--- src/tsr_pkg.sv ---
// tsr_pkg: constants for the transmitter status register block
// assumes: included before every tsr_* design file; no clocks or state here
// ----------------------------------------------------------------------------
// package
// ----------------------------------------------------------------------------
package tsr_pkg;

  // bus shape
  localparam int ADDR_W = 9;                          // register address width
  localparam int DATA_W = 8;                          // register data width

  // register offsets
  localparam logic [ADDR_W-1:0] STATUS_OFFSET    = 9'h00e; // transmitter_status, read only
  localparam logic [ADDR_W-1:0] DIAG_CTRL_OFFSET = 9'h01e; // diagnose mode control
  localparam logic [ADDR_W-1:0] ERR_LATCH_OFFSET = 9'h01f; // internal error latch

  // transmitter_status field layout
  localparam int RING_OP_BIT = 7;                     // ring_operational_flag
  localparam int TS_LSB      = 4;                     // transmit_state_code low bit
  localparam int TS_W        = 3;                     // transmit_state_code width
  localparam int TTS_LSB     = 0;                     // transmit_timing_state_code low bit
  localparam int TTS_W       = 4;                     // transmit_timing_state_code width

  // control and latch field positions
  localparam int DIAG_MODE_BIT = 0;                   // diagnose mode enable
  localparam int FSM_ERR_BIT   = 0;                   // transmit_fsm_error_event

  // reset values
  localparam logic [DATA_W-1:0] STATUS_RESET    = 8'h00;
  localparam logic              DIAG_MODE_RESET = 1'b0;
  localparam logic              FSM_ERR_RESET   = 1'b0;

  // transmit_state_code encoding
  localparam logic [TS_W-1:0] TS_IDLE     = 3'h0;
  localparam logic [TS_W-1:0] TS_REPEAT   = 3'h1;
  localparam logic [TS_W-1:0] TS_DATA     = 3'h2;
  localparam logic [TS_W-1:0] TS_TOKEN    = 3'h3;
  localparam logic [TS_W-1:0] TS_CLAIM    = 3'h4;
  localparam logic [TS_W-1:0] TS_BEACON   = 3'h5;
  localparam logic [TS_W-1:0] TS_RESERVED = 3'h6;
  localparam logic [TS_W-1:0] TS_VOID     = 3'h7;

  // transmit_timing_state_code encoding
  localparam logic [TTS_W-1:0] TTS_IDLE     = 4'h0;
  localparam logic [TTS_W-1:0] TTS_PREAMBLE = 4'h1;
  localparam logic [TTS_W-1:0] TTS_WAIT     = 4'h2;
  localparam logic [TTS_W-1:0] TTS_SD_FC    = 4'h3;
  localparam logic [TTS_W-1:0] TTS_DA       = 4'h4;
  localparam logic [TTS_W-1:0] TTS_SA       = 4'h5;
  localparam logic [TTS_W-1:0] TTS_INFO     = 4'h6;
  localparam logic [TTS_W-1:0] TTS_FCS      = 4'h7;
  localparam logic [TTS_W-1:0] TTS_ED_FS    = 4'h8;
  localparam logic [TTS_W-1:0] TTS_LAST     = TTS_ED_FS; // highest legal code

endpackage

--- src/tsr_code_check.sv ---
// tsr_code_check: screens raw transmitter state codes against their encodings
// assumes: raw codes come from logic on the same clock; purely combinational
`timescale 1ns/1ps
`default_nettype none
// ----------------------------------------------------------------------------
// code screen
// ----------------------------------------------------------------------------
module tsr_code_check
  import tsr_pkg::*;
(
  input  wire logic [tsr_pkg::TS_W-1:0]  raw_ts,    // live transmit_state_code
  input  wire logic [tsr_pkg::TTS_W-1:0] raw_tts,   // live transmit_timing_state_code
  input  wire logic [tsr_pkg::TS_W-1:0]  held_ts,   // last reported state code
  input  wire logic [tsr_pkg::TTS_W-1:0] held_tts,  // last reported timing code
  output logic      [tsr_pkg::TS_W-1:0]  ok_ts,     // code safe to report
  output logic      [tsr_pkg::TTS_W-1:0] ok_tts,    // code safe to report
  output logic                           code_bad   // a reserved code was seen
);

  import tsr_pkg::*;

  // legal transmit state: every code but the reserved one
  function automatic logic ts_legal(input logic [TS_W-1:0] c);
    return c != TS_RESERVED;
  endfunction

  // legal timing state: idle up to ending delimiter only
  function automatic logic tts_legal(input logic [TTS_W-1:0] c);
    return c <= TTS_LAST;
  endfunction

  // ----------------------------------------------------------------------------
  // selection
  // ----------------------------------------------------------------------------
  // a reserved code keeps the previous legal one, so software never sees it
  always_comb begin
    ok_ts    = ts_legal(raw_ts) ? raw_ts : held_ts;
    ok_tts   = tts_legal(raw_tts) ? raw_tts : held_tts;
    code_bad = !ts_legal(raw_ts) || !tts_legal(raw_tts);
  end

endmodule // tsr_code_check
`default_nettype wire

--- src/tsr_status_top.sv ---
// tsr_status_top: transmitter status register with diagnose-mode freeze
// assumes: transmitter inputs are on CORE_CLK; host uses the plain register port
//
// Contract
// - status tracks live state; reads never torn
// - diagnose mode freezes status bits 6-0 until error cleared or diagnose mode left; bit 7 keeps tracking
// - status register sits at address 00Eh
// - bit 7 shows the ring operational flag
// - bits 6-4 transmit state, code 6 never
// - bits 3-0 timing state, codes 9-15 never
`timescale 1ns/1ps
`default_nettype none
// ----------------------------------------------------------------------------
// top module
// ----------------------------------------------------------------------------
module tsr_status_top
  import tsr_pkg::*;
(
  input  wire logic                        CORE_CLK,       // 200 MHz core clock
  input  wire logic                        ARST_N,         // async reset, active low
  // register port
  input  wire logic [tsr_pkg::ADDR_W-1:0]  REG_ADDR,       // register address
  input  wire logic [tsr_pkg::DATA_W-1:0]  REG_WDATA,      // write data
  input  wire logic                        REG_WR,         // write strobe
  input  wire logic                        REG_RD,         // read strobe
  output logic      [tsr_pkg::DATA_W-1:0]  REG_RDATA,      // read data, cycle after strobe
  // live transmitter state
  input  wire logic                        RING_OPERATIONAL_FLAG,     // local ring operational
  input  wire logic [tsr_pkg::TS_W-1:0]    TRANSMIT_STATE_CODE,       // mac transmit state
  input  wire logic [tsr_pkg::TTS_W-1:0]   TRANSMIT_TIMING_STATE_CODE, // timing state
  input  wire logic                        TRANSMIT_FSM_ERROR,        // internal error pulse
  // observation
  output logic                             FROZEN          // status held by diagnose freeze
);

  import tsr_pkg::*;

  // ----------------------------------------------------------------------------
  // declarations
  // ----------------------------------------------------------------------------
  logic [DATA_W-1:0] status;          // transmitter_status register
  logic [DATA_W-1:0] next_status;     // its next value
  logic              diag_mode;       // diagnose mode enable
  logic              next_diag_mode;
  logic              err_latch;       // transmit_fsm_error_event latch bit
  logic              next_err_latch;
  logic [DATA_W-1:0] rd_data;         // registered read answer
  logic [DATA_W-1:0] next_rd_data;
  logic [TS_W-1:0]   ok_ts;           // screened state code
  logic [TTS_W-1:0]  ok_tts;          // screened timing code
  logic              code_bad;        // reserved code on the inputs
  logic              err_event;       // any internal error this cycle
  logic              freeze;          // hold the state fields
  logic              wr_diag;         // write hits diagnose control
  logic              wr_latch;        // write hits error latch

  // address match, shared by read and write decoding
  function automatic logic addr_hit(input logic [ADDR_W-1:0] a,
                                    input logic [ADDR_W-1:0] off);
    return a == off;
  endfunction

  // ----------------------------------------------------------------------------
  // code screening
  // ----------------------------------------------------------------------------
  // reserved codes are replaced by the value already held
  tsr_code_check u_code_check (
    .raw_ts   (TRANSMIT_STATE_CODE),
    .raw_tts  (TRANSMIT_TIMING_STATE_CODE),
    .held_ts  (status[TS_LSB +: TS_W]),
    .held_tts (status[TTS_LSB +: TTS_W]),
    .ok_ts    (ok_ts),
    .ok_tts   (ok_tts),
    .code_bad (code_bad)
  );

  // ----------------------------------------------------------------------------
  // error latch and diagnose control
  // ----------------------------------------------------------------------------
  // a reserved code counts as a state machine error, same as the pulse
  always_comb begin
    err_event      = TRANSMIT_FSM_ERROR || code_bad;
    wr_diag        = REG_WR && addr_hit(REG_ADDR, DIAG_CTRL_OFFSET);
    wr_latch       = REG_WR && addr_hit(REG_ADDR, ERR_LATCH_OFFSET);
    next_diag_mode = diag_mode;
    next_err_latch = err_latch;
    // software sets or clears diagnose mode directly
    if (wr_diag) begin
      next_diag_mode = REG_WDATA[DIAG_MODE_BIT];
    end
    // writing zero resets the latch bit; writing one leaves it alone
    if (wr_latch && !REG_WDATA[FSM_ERR_BIT]) begin
      next_err_latch = 1'b0;
    end
    // a new error wins over a clear in the same cycle
    if (err_event) begin
      next_err_latch = 1'b1;
    end
  end

  // freeze only while diagnosing and the error still stands
  always_comb begin
    freeze = diag_mode && err_latch;
  end

  // register the control state
  always_ff @(posedge CORE_CLK or negedge ARST_N) begin
    if (!ARST_N) begin
      diag_mode <= DIAG_MODE_RESET;
      err_latch <= FSM_ERR_RESET;
    end else begin
      diag_mode <= next_diag_mode;
      err_latch <= next_err_latch;
    end
  end

  // ----------------------------------------------------------------------------
  // status register
  // ----------------------------------------------------------------------------
  // resampled every cycle; the erroring cycle itself is still captured, so
  // the frozen value shows the state in which the error arose
  always_comb begin
    next_status = status;
    // ring flag keeps following the wire even during a freeze
    next_status[RING_OP_BIT] = RING_OPERATIONAL_FLAG;
    if (!freeze) begin
      next_status[TS_LSB +: TS_W]   = ok_ts;
      next_status[TTS_LSB +: TTS_W] = ok_tts;
    end
    // host writes never reach this register
  end

  // register the status
  always_ff @(posedge CORE_CLK or negedge ARST_N) begin
    if (!ARST_N) begin
      status <= STATUS_RESET;
    end else begin
      status <= next_status;
    end
  end

  // ----------------------------------------------------------------------------
  // read path
  // ----------------------------------------------------------------------------
  // one registered snapshot per read, so a read cannot tear across bits
  always_comb begin
    next_rd_data = '0;
    if (REG_RD) begin
      if (addr_hit(REG_ADDR, STATUS_OFFSET)) begin
        next_rd_data = status;
      end else if (addr_hit(REG_ADDR, DIAG_CTRL_OFFSET)) begin
        next_rd_data[DIAG_MODE_BIT] = diag_mode;
      end else if (addr_hit(REG_ADDR, ERR_LATCH_OFFSET)) begin
        next_rd_data[FSM_ERR_BIT] = err_latch;
      end else begin
        next_rd_data = '0;                                         // unmapped reads zero
      end
    end
  end

  // register the answer; it stands one cycle only
  always_ff @(posedge CORE_CLK or negedge ARST_N) begin
    if (!ARST_N) begin
      rd_data <= '0;
    end else begin
      rd_data <= next_rd_data;
    end
  end

  // outputs
  assign REG_RDATA = rd_data;
  assign FROZEN    = freeze;
endmodule // tsr_status_top
`default_nettype wire

--- config.mk ---
export PLATFORM = sky130hd
export DESIGN_NAME = tsr_status_top
export DESIGN_NICKNAME = d
export VERILOG_FILES = /design/src/tsr_pkg.sv /design/src/tsr_code_check.sv /design/src/tsr_status_top.sv
export SDC_FILE = /design/constraint.sdc
export NUM_CORES = 1
export LEC_CHECK = 0
export CAP_MARGIN = 10
export CORE_ASPECT_RATIO = 0.8
export CORE_MARGIN = 2
export CORE_UTILIZATION = 32
export CTS_CLUSTER_SIZE = 25
export DETAILED_ROUTE_END_ITERATION = 10
export DONT_BUFFER_PORTS = 1
export PLACE_DENSITY_LB_ADDON = 0.2
export SYNTH_ARGS = -nofsm -noshare
export SYNTH_HDL_FRONTEND = slang
export SYNTH_SLANG_ARGS = --single-unit
--- constraint.sdc ---
create_clock -name CORE_CLK -period 1.1 [get_ports CORE_CLK]
set_input_delay 0.165 -clock CORE_CLK [delete_from_list [all_inputs] [get_ports CORE_CLK]]
set_output_delay 0.165 -clock CORE_CLK [all_outputs]
set_load 0.02 [all_outputs]
# Word level (Yosys, flattened, before mapping)
# Cells that the tools add are included.
# word_totals
rom_bits	0
mem_bits_rw	0
latchBits	0
reg_bits	18
elab_cells	30
mem_count	0
output_inout_bits	9
# op_classes
n_reduce_logical	12
n_eq_ne	4
div	0
n_mul	0
n_addsub	0
shifts	0
n_lt_le_gt_ge	1
bitwise_logic	1
mux	6
# op_table
op	n
9-bit by 5-bit equality test with 1-bit output, second input constant	2
8-bit 2-to-1 mux	2
9-bit by 4-bit equality test with 1-bit output, second input constant	1
4-bit <= comparator, second input constant	1
1-bit logical AND	4
1-bit 2-to-1 mux	4
2-bit AND reduction	2
1-bit zero test	3
3-bit != test, second input constant	1
1-bit logical OR	2
2-bit nonzero test	1
1-bit NOT	1

# Logic depth before layout (Yosys ltp)
# Gate-level depths: netlist of the first run.
# logic_depth
ltp_word	5
ltp_mapped	4
depth_no_buf	4

# Cells and area by module
# From an unflattened synthesis of the first run, not the netlist that was laid out.
# unflattened
cells_unflattened	65
hier_area_um2	823.3
# modules_own_cells
mod	seq_area_each_um2	n_inst	area_each_um2	cells_each
tsr_status_top	450.4	1	729.4	51
tsr_code_check	0.0	1	93.8	14

# Least setup slack after synthesis of the first run
# OpenSTA, ideal clock, no wires.
# synth_timing
path_kind	input-to-reg
start	in REG_ADDR[5] in the netlist's numbering
end	reg diag_mode
setup_ps	128
t_arrival_ps	1111
cell_stages	3
required_ps	972
path_slack_ps	-139
path_cell_list	or3_4 nor4_4 mux2_1
# synth_via
elab_chain_cells	2
# synth_rtl
element	line	text
start: declaration	tsr_status_top.sv:22	input wire logic [tsr_pkg::ADDR_W-1:0] REG_ADDR,
9-bit by 5-bit equality test with 1-bit output	tsr_status_top.sv:60	return a == off;
1-bit logical AND	tsr_status_top.sv:83	wr_diag = REG_WR && addr_hit(REG_ADDR, DIAG_CTRL_OFFSET);
end signal: assignment	tsr_status_top.sv:112	diag_mode <= next_diag_mode;
end: declaration	tsr_status_top.sv:43	logic diag_mode;
# No other way between the ends.
# A chain may end at the register's enable or synchronous reset.

# Final worst setup path of the first run
# layout_timing
start	reg diag_mode
end	out FROZEN
# layout_via
elab_chain_cells	1
# layout_rtl
element	line	text
1-bit logical AND	tsr_status_top.sv:103	freeze = diag_mode && err_latch;
end: declaration	tsr_status_top.sv:33	output logic FROZEN
# No other way between the ends.

==> impl_metrics.env, run 1 <==
export IMPL_synthesis_nets=88
export IMPL_synth_top_cells_by_area="dfrtp_1, mux2_2, and2_1"
export IMPL_r2r_slack_ps=0
export IMPL_final_nets=104
export IMPL_wl_mm=1.36
export IMPL_portBuffers=0
export IMPL_vias=486
export IMPL_violations="design-rule violations, negative setup slack"
export IMPL_yosys_area_top_type="dfrtp_1"
export IMPL_clkSinkCount=18
export IMPL_drc=3
export IMPL_grtUsageTotal_pct=10.7
export IMPL_multi_input_area_sq_um=322
export IMPL_cpLargestDelayFamily="flip-flops"
export IMPL_fillers=207
export IMPL_intPower_uw=950
export IMPL_utilization_pct=43.1
export IMPL_leakage_nw=0.444
export IMPL_place_inst=86
export IMPL_grt_first_pass_wirelength_mm=2.06
export IMPL_crit_type="flop to output pin"
export IMPL_place_gp_congestion=0.644
export IMPL_ys_flop_type="dfrtp_1"
export IMPL_ir_drop_uv=530
export IMPL_worstPathArrival_ps=950
export IMPL_antennaDiodeCount=0
export IMPL_ys_seq_area_share_pct=58.6
export IMPL_hp_class="input pin to flop"
export IMPL_period_needed_ps=1120
export IMPL_grt_pass1_vias=478
export IMPL_layoutNonFillerInstCount=98
export IMPL_rows=15
export IMPL_status="finished, violations left"
export IMPL_ys_async_sr_fraction_pct=100
export IMPL_report_final_slew_viol_count=0
export IMPL_fmax_mhz=894
export IMPL_ys_warn_count=0
export IMPL_clk_path_buf_depth=2
export IMPL_cp_max_fo=2
export IMPL_cts_tree="yes"
export IMPL_grt_overflow_total=0
export IMPL_fin_area_sq_um=953
export IMPL_pwr_density_cell_nw_per_um2=1260
export IMPL_drv_cap=0
export IMPL_skew_ps=5.37
export IMPL_rsz0062_at_grt="true"
export IMPL_synth_cells=58
export IMPL_synth_most_common_cell="dfrtp_1"
export IMPL_fin_ws_ps=-18.9
export IMPL_path_buf_inv=2
export IMPL_die_area_sq_um=2810
export IMPL_hpwlAfterDp_mm=1.05
export IMPL_setup_viol=2
export IMPL_cts_buffers=3
export IMPL_die_h_microns=47.8
export IMPL_drt_pass1_iterations=6
export IMPL_cp_end_kind="output pin"
export IMPL_ys_types=20
export IMPL_grt_max_degree=19
export IMPL_seqCellArea_sq_um=450
export IMPL_drive_gt1_share_pct=34.2
export IMPL_cts_root_buf="clkbuf_4"
export IMPL_swShare_pct=21.0
export IMPL_synth_commonest_cells="dfrtp_1, and2_1, nand2_1"
export IMPL_setup_tns_final_ps=-23.4
export IMPL_htree_levels=1
export IMPL_combPwrFrac_pct=9.4
export IMPL_startpoint_type="flop"
export IMPL_path_cells="nand2_2 > inv_4 > buf_6"
export IMPL_fin_crit_sh_pct=102
export IMPL_critPathSlowestCell="dfrtp_1"
export IMPL_clkPwrFrac_pct=32.4
export IMPL_slowest_delay_ps=400
export IMPL_hold_viol=0
export IMPL_netlist_area_leader_share_pct=58.6
export IMPL_syn_area_per_cell_sq_um=13.2
export IMPL_netlist_area_sq_um=768
export IMPL_initial_core_util_pct=34.7
export IMPL_ios=39
export IMPL_syn_to_final_growth_pct=24.1
export IMPL_ant_nets=0
export IMPL_drt_initial_drc_count=13
export IMPL_synth_edf_count=0
export IMPL_insertion_delay_ps=290
export IMPL_routedWlPerCell_microns=13.8
export IMPL_p_sw_uw=253
export IMPL_slew_headroom_pct=49.1
export IMPL_hold_ws_ps=8.11
export IMPL_antenna_found_initial=0
export IMPL_worstMarginPinSlew_ps=761
export IMPL_clkTransAtPathRegs_ps=100
export IMPL_required_ps=940
export IMPL_die_w_microns=58.8
export IMPL_pre_cts_ws_ps=-182
export IMPL_coreArea_sq_um=2210
export IMPL_via_per_inst=4.96
export IMPL_place_area_sq_um=822
export IMPL_p_total_mw=1.20
export IMPL_ys_seq_elements=18
export IMPL_seqPwrFrac_pct=58.2
## timing repair
| action | CTS | global route |
|---|---|---|
| hold endpoints to repair | 20 | 1 |
| resized for setup | 7 | 1 |
| pin swaps | 1 | 1 |
| cloned | 0 | 0 |
| hold buffers | 3 | 1 |
| buffers inserted | 4 | 0 |
| endpoints found under the setup margin | 1 | 7 |
## cells in the final DEF (no fill, tap or decap)
master / count
clkbuf_8: 1
nor4b_4: 1
a22oi_2: 1
buf_4: 6
nor2_1: 3
nor4_4: 1
o2111ai_1: 1
buf_6: 1
o22a_1: 2
a21oi_2: 1
dlygate4sd3_1: 4
nand2_2: 1
mux2_2: 4
nand4b_4: 1
dfrtp_1: 18
nand2_4: 1
and2_1: 7
nor4_1: 1
or3_4: 1
inv_4: 1
nand2_1: 3
mux2_1: 1
o31ai_2: 1
a22o_1: 1
a21oi_1: 2
inv_1: 3
o31ai_1: 1
clkbuf_4: 3
nand4b_1: 1
## sequential cells by signal (all words and copies together), names as in the netlist
register	count
diag_mode	1
err_latch	1
REG_RDATA	8
status	8
## power groups by stage
stage / clock, mW / sequential [mW] / combinational (mW)
4_1_cts: 0.410 / 0.700 / 0.111
6_report: 0.390 / 0.700 / 0.113
5_1_grt: 0.431 / 0.704 / 0.125
3_5_place_dp: 0 / 0.713 / 0.0774
2_1_floorplan: 0 / 0.707 / 0.0637
3_3_place_gp: 0 / 0.713 / 0.0764
## logic make-up after synthesis
family / Yosys count / share of synthesized area, %
compound gates: 10 / 10.1
buf+inv: 4 / 1.95
mux: 5 / 7.33
simple gates: 21 / 22.0
flops: 18 / 58.6
## final cells by class
class,instances,area share (%)
Inverter,4,1.84
Timing Repair Buffer,11,10.1
Clock buffer,4,3.81
Tap cell,25,3.28
Multi-Input combinational cell,36,33.7
Sequential cell,18,47.2
## path summary, 6_finish.rpt
path | startpoint | end | cells after the start
worst max register to register | err_latch | REG_RDATA[0] | 4
max in group asynchronous | ARST_N | REG_RDATA[4] | 1
worst max-delay path | diag_mode | FROZEN | 3
worst min register to register | status[7] | REG_RDATA[7] | 1
worst min-delay path | TRANSMIT_FSM_ERROR | err_latch | 2
min in group asynchronous | ARST_N | status[3] | 1
## per-layer routing
| layer | share of wire [%] | track usage [%] |
|---|---|---|
| met1 | 44 | 12.6 |
| met2 | 45 | 16.4 |
| met3 | 9.0 | 5.95 |
| met4 | 1.0 | 4.09 |
| met5 | 0 | 0 |
No activity file was read; power rests on OpenSTA's default activity.
==> run 2: changes to the inputs <==
Settings changed: CORE_MARGIN 2 to not set.
==> run 2 against run 1 <==
Compared with the run above:
- the run still ends with design-rule violations, negative setup slack left
- clock power grew 1%
- critical path depth unchanged
- die area is 7.4% lower
- routed wire length up 4.4%
- design area rose by 7.3%
- sequential power is essentially flat
- worst hold slack gained 55 ps
- first-iteration DRC count up 38%
- utilization is 3.2 points higher
- clock-buffer cell count unchanged
- critical path type unchanged
- critical endpoint unchanged
==> impl_metrics.env, run 2 (same netlist as run 1, synthesis figures left out) <==
export IMPL_place_gp_congestion=0.649
export IMPL_clkPwrFrac_pct=32.2
export IMPL_p_sw_uw=262
export IMPL_cp_end_kind="output pin"
export IMPL_drt_pass1_iterations=7
export IMPL_final_nets=111
export IMPL_die_h_microns=45.8
export IMPL_slew_headroom_pct=47.8
export IMPL_syn_to_final_growth_pct=33.2
export IMPL_period_needed_ps=1140
export IMPL_coreArea_sq_um=2210
export IMPL_portBuffers=0
export IMPL_grt_overflow_total=0
export IMPL_startpoint_type="flop"
export IMPL_grt_first_pass_wirelength_mm=2.28
export IMPL_layout_common_cells="dfrtp_1, dlygate4sd3_1, and2_1, buf_4, mux2_2"
export IMPL_cp_max_fo=3
export IMPL_clkTransAtPathRegs_ps=100
export IMPL_hp_class="input pin to flop"
export IMPL_clkSinkCount=18
export IMPL_ios=39
export IMPL_rows=15
export IMPL_crit_type="flop to output pin"
export IMPL_skew_ps=9.23
export IMPL_hpwlAfterDp_mm=1.04
export IMPL_intPower_uw=966
export IMPL_drc=7
export IMPL_antennaDiodeCount=0
export IMPL_vias=521
export IMPL_r2r_slack_ps=-10
export IMPL_initial_core_util_pct=34.7
export IMPL_routedWlPerCell_microns=13.5
export IMPL_fillers=207
export IMPL_layout_commonest_cell="dfrtp_1"
export IMPL_hold_ws_ps=63.4
export IMPL_die_w_microns=56.8
export IMPL_multi_input_area_sq_um=322
export IMPL_fmax_mhz=877
export IMPL_swShare_pct=21.4
export IMPL_violations="design-rule violations, negative setup slack"
export IMPL_grtUsageTotal_pct=12.7
export IMPL_antenna_found_initial=0
export IMPL_seqCellArea_sq_um=450
export IMPL_htree_levels=1
export IMPL_seqPwrFrac_pct=57.0
export IMPL_pre_cts_ws_ps=-163
export IMPL_rsz0062_at_grt="true"
export IMPL_hold_viol=0
export IMPL_insertion_delay_ps=290
export IMPL_fin_crit_sh_pct=104
export IMPL_drv_cap=0
export IMPL_slowest_delay_ps=400
export IMPL_drt_initial_drc_count=18
export IMPL_clk_path_buf_depth=2
export IMPL_leakage_nw=0.474
export IMPL_fin_ws_ps=-40.6
export IMPL_pwr_density_cell_nw_per_um2=1200
export IMPL_ir_drop_uv=541
export IMPL_grt_max_degree=19
export IMPL_ant_nets=0
export IMPL_report_final_slew_viol_count=0
export IMPL_setup_viol=4
export IMPL_cts_root_buf="clkbuf_4"
export IMPL_status="finished, violations left"
export IMPL_wl_mm=1.42
export IMPL_combPwrFrac_pct=10.8
export IMPL_die_area_sq_um=2600
export IMPL_grt_pass1_vias=501
export IMPL_worstMarginPinSlew_ps=780
export IMPL_cts_tree="yes"
export IMPL_drive_gt1_share_pct=31.3
export IMPL_critPathSlowestCell="dfrtp_1"
export IMPL_via_per_inst=4.96
export IMPL_path_cells="nand2_2 > inv_4 > buf_6"
export IMPL_required_ps=940
export IMPL_cts_buffers=3
export IMPL_worstPathArrival_ps=980
## run 2: changes by cell type in the layout (fill, tap and decap cells not counted)
cell	delta
dlygate4sd3_1	+7
## run 2: cell type report
class,count,share of cell area [%]
Clock buffer,4,3.55
Inverter,4,1.71
Multi-Input combinational cell,36,31.4
Sequential cell,18,44.0
Tap cell,25,3.06
Timing Repair Buffer,18,16.3
## run 2: metrics by stage
stage               TNS [ps]  utilization [%]  total power [mW]  std cells  area (sq um)
floorplan               -139                -             0.770         58           768
global placement        -784             37.1             0.789         86           822
detailed placement      -961             37.1             0.791         86           822
CTS                    -71.5             42.9              1.23         98           950
global route            -339             46.2              1.30        105          1020
finish                 -78.2             46.2              1.23        105          1020
## run 2: worst max-delay path: cells and delay by family (launching register included)
family / cells / cell delay, ps
flops: 1 / 400
buf+inv: 2 / 160
simple gates: 1 / 120
## run 2: what timing repair did
item | CTS | global route
setup buffers | 4 | 0
pin swaps | 1 | 1
hold buffers | 4 | 7
endpoints found under the hold margin | 21 | 7
endpoints found under the setup margin | 1 | 6
gates resized for setup | 7 | 1
## run 2: power by group through the flow
stage	clock (mW)	sequential (mW)	combinational [mW]
after global placement	0	0.712	0.0765
after global routing	0.451	0.703	0.149
after floorplan	0	0.707	0.0637
final	0.395	0.700	0.133
after detailed placement	0	0.713	0.0779
after CTS	0.412	0.700	0.114
## run 2: path summary, 6_finish.rpt
path                           endpoint  cells past startpoint       from
hold reg to reg            REG_RDATA[7]                      1  status[7]
setup / recovery                 FROZEN                      3  diag_mode
setup reg to reg              status[2]                      4  diag_mode
hold / removal             REG_RDATA[0]                      2     REG_RD
max in group asynchronous  REG_RDATA[3]                      1     ARST_N
min in group asynchronous     status[3]                      1     ARST_N
## run 2: metal layers
| metal | global-route usage, % | share of wire, % |
|---|---|---|
| met5 | 0 | 0 |
| met4 | 4.39 | 0.85 |
| met3 | 8.24 | 9.2 |
| met2 | 18.1 | 46 |
| met1 | 15.5 | 44 |
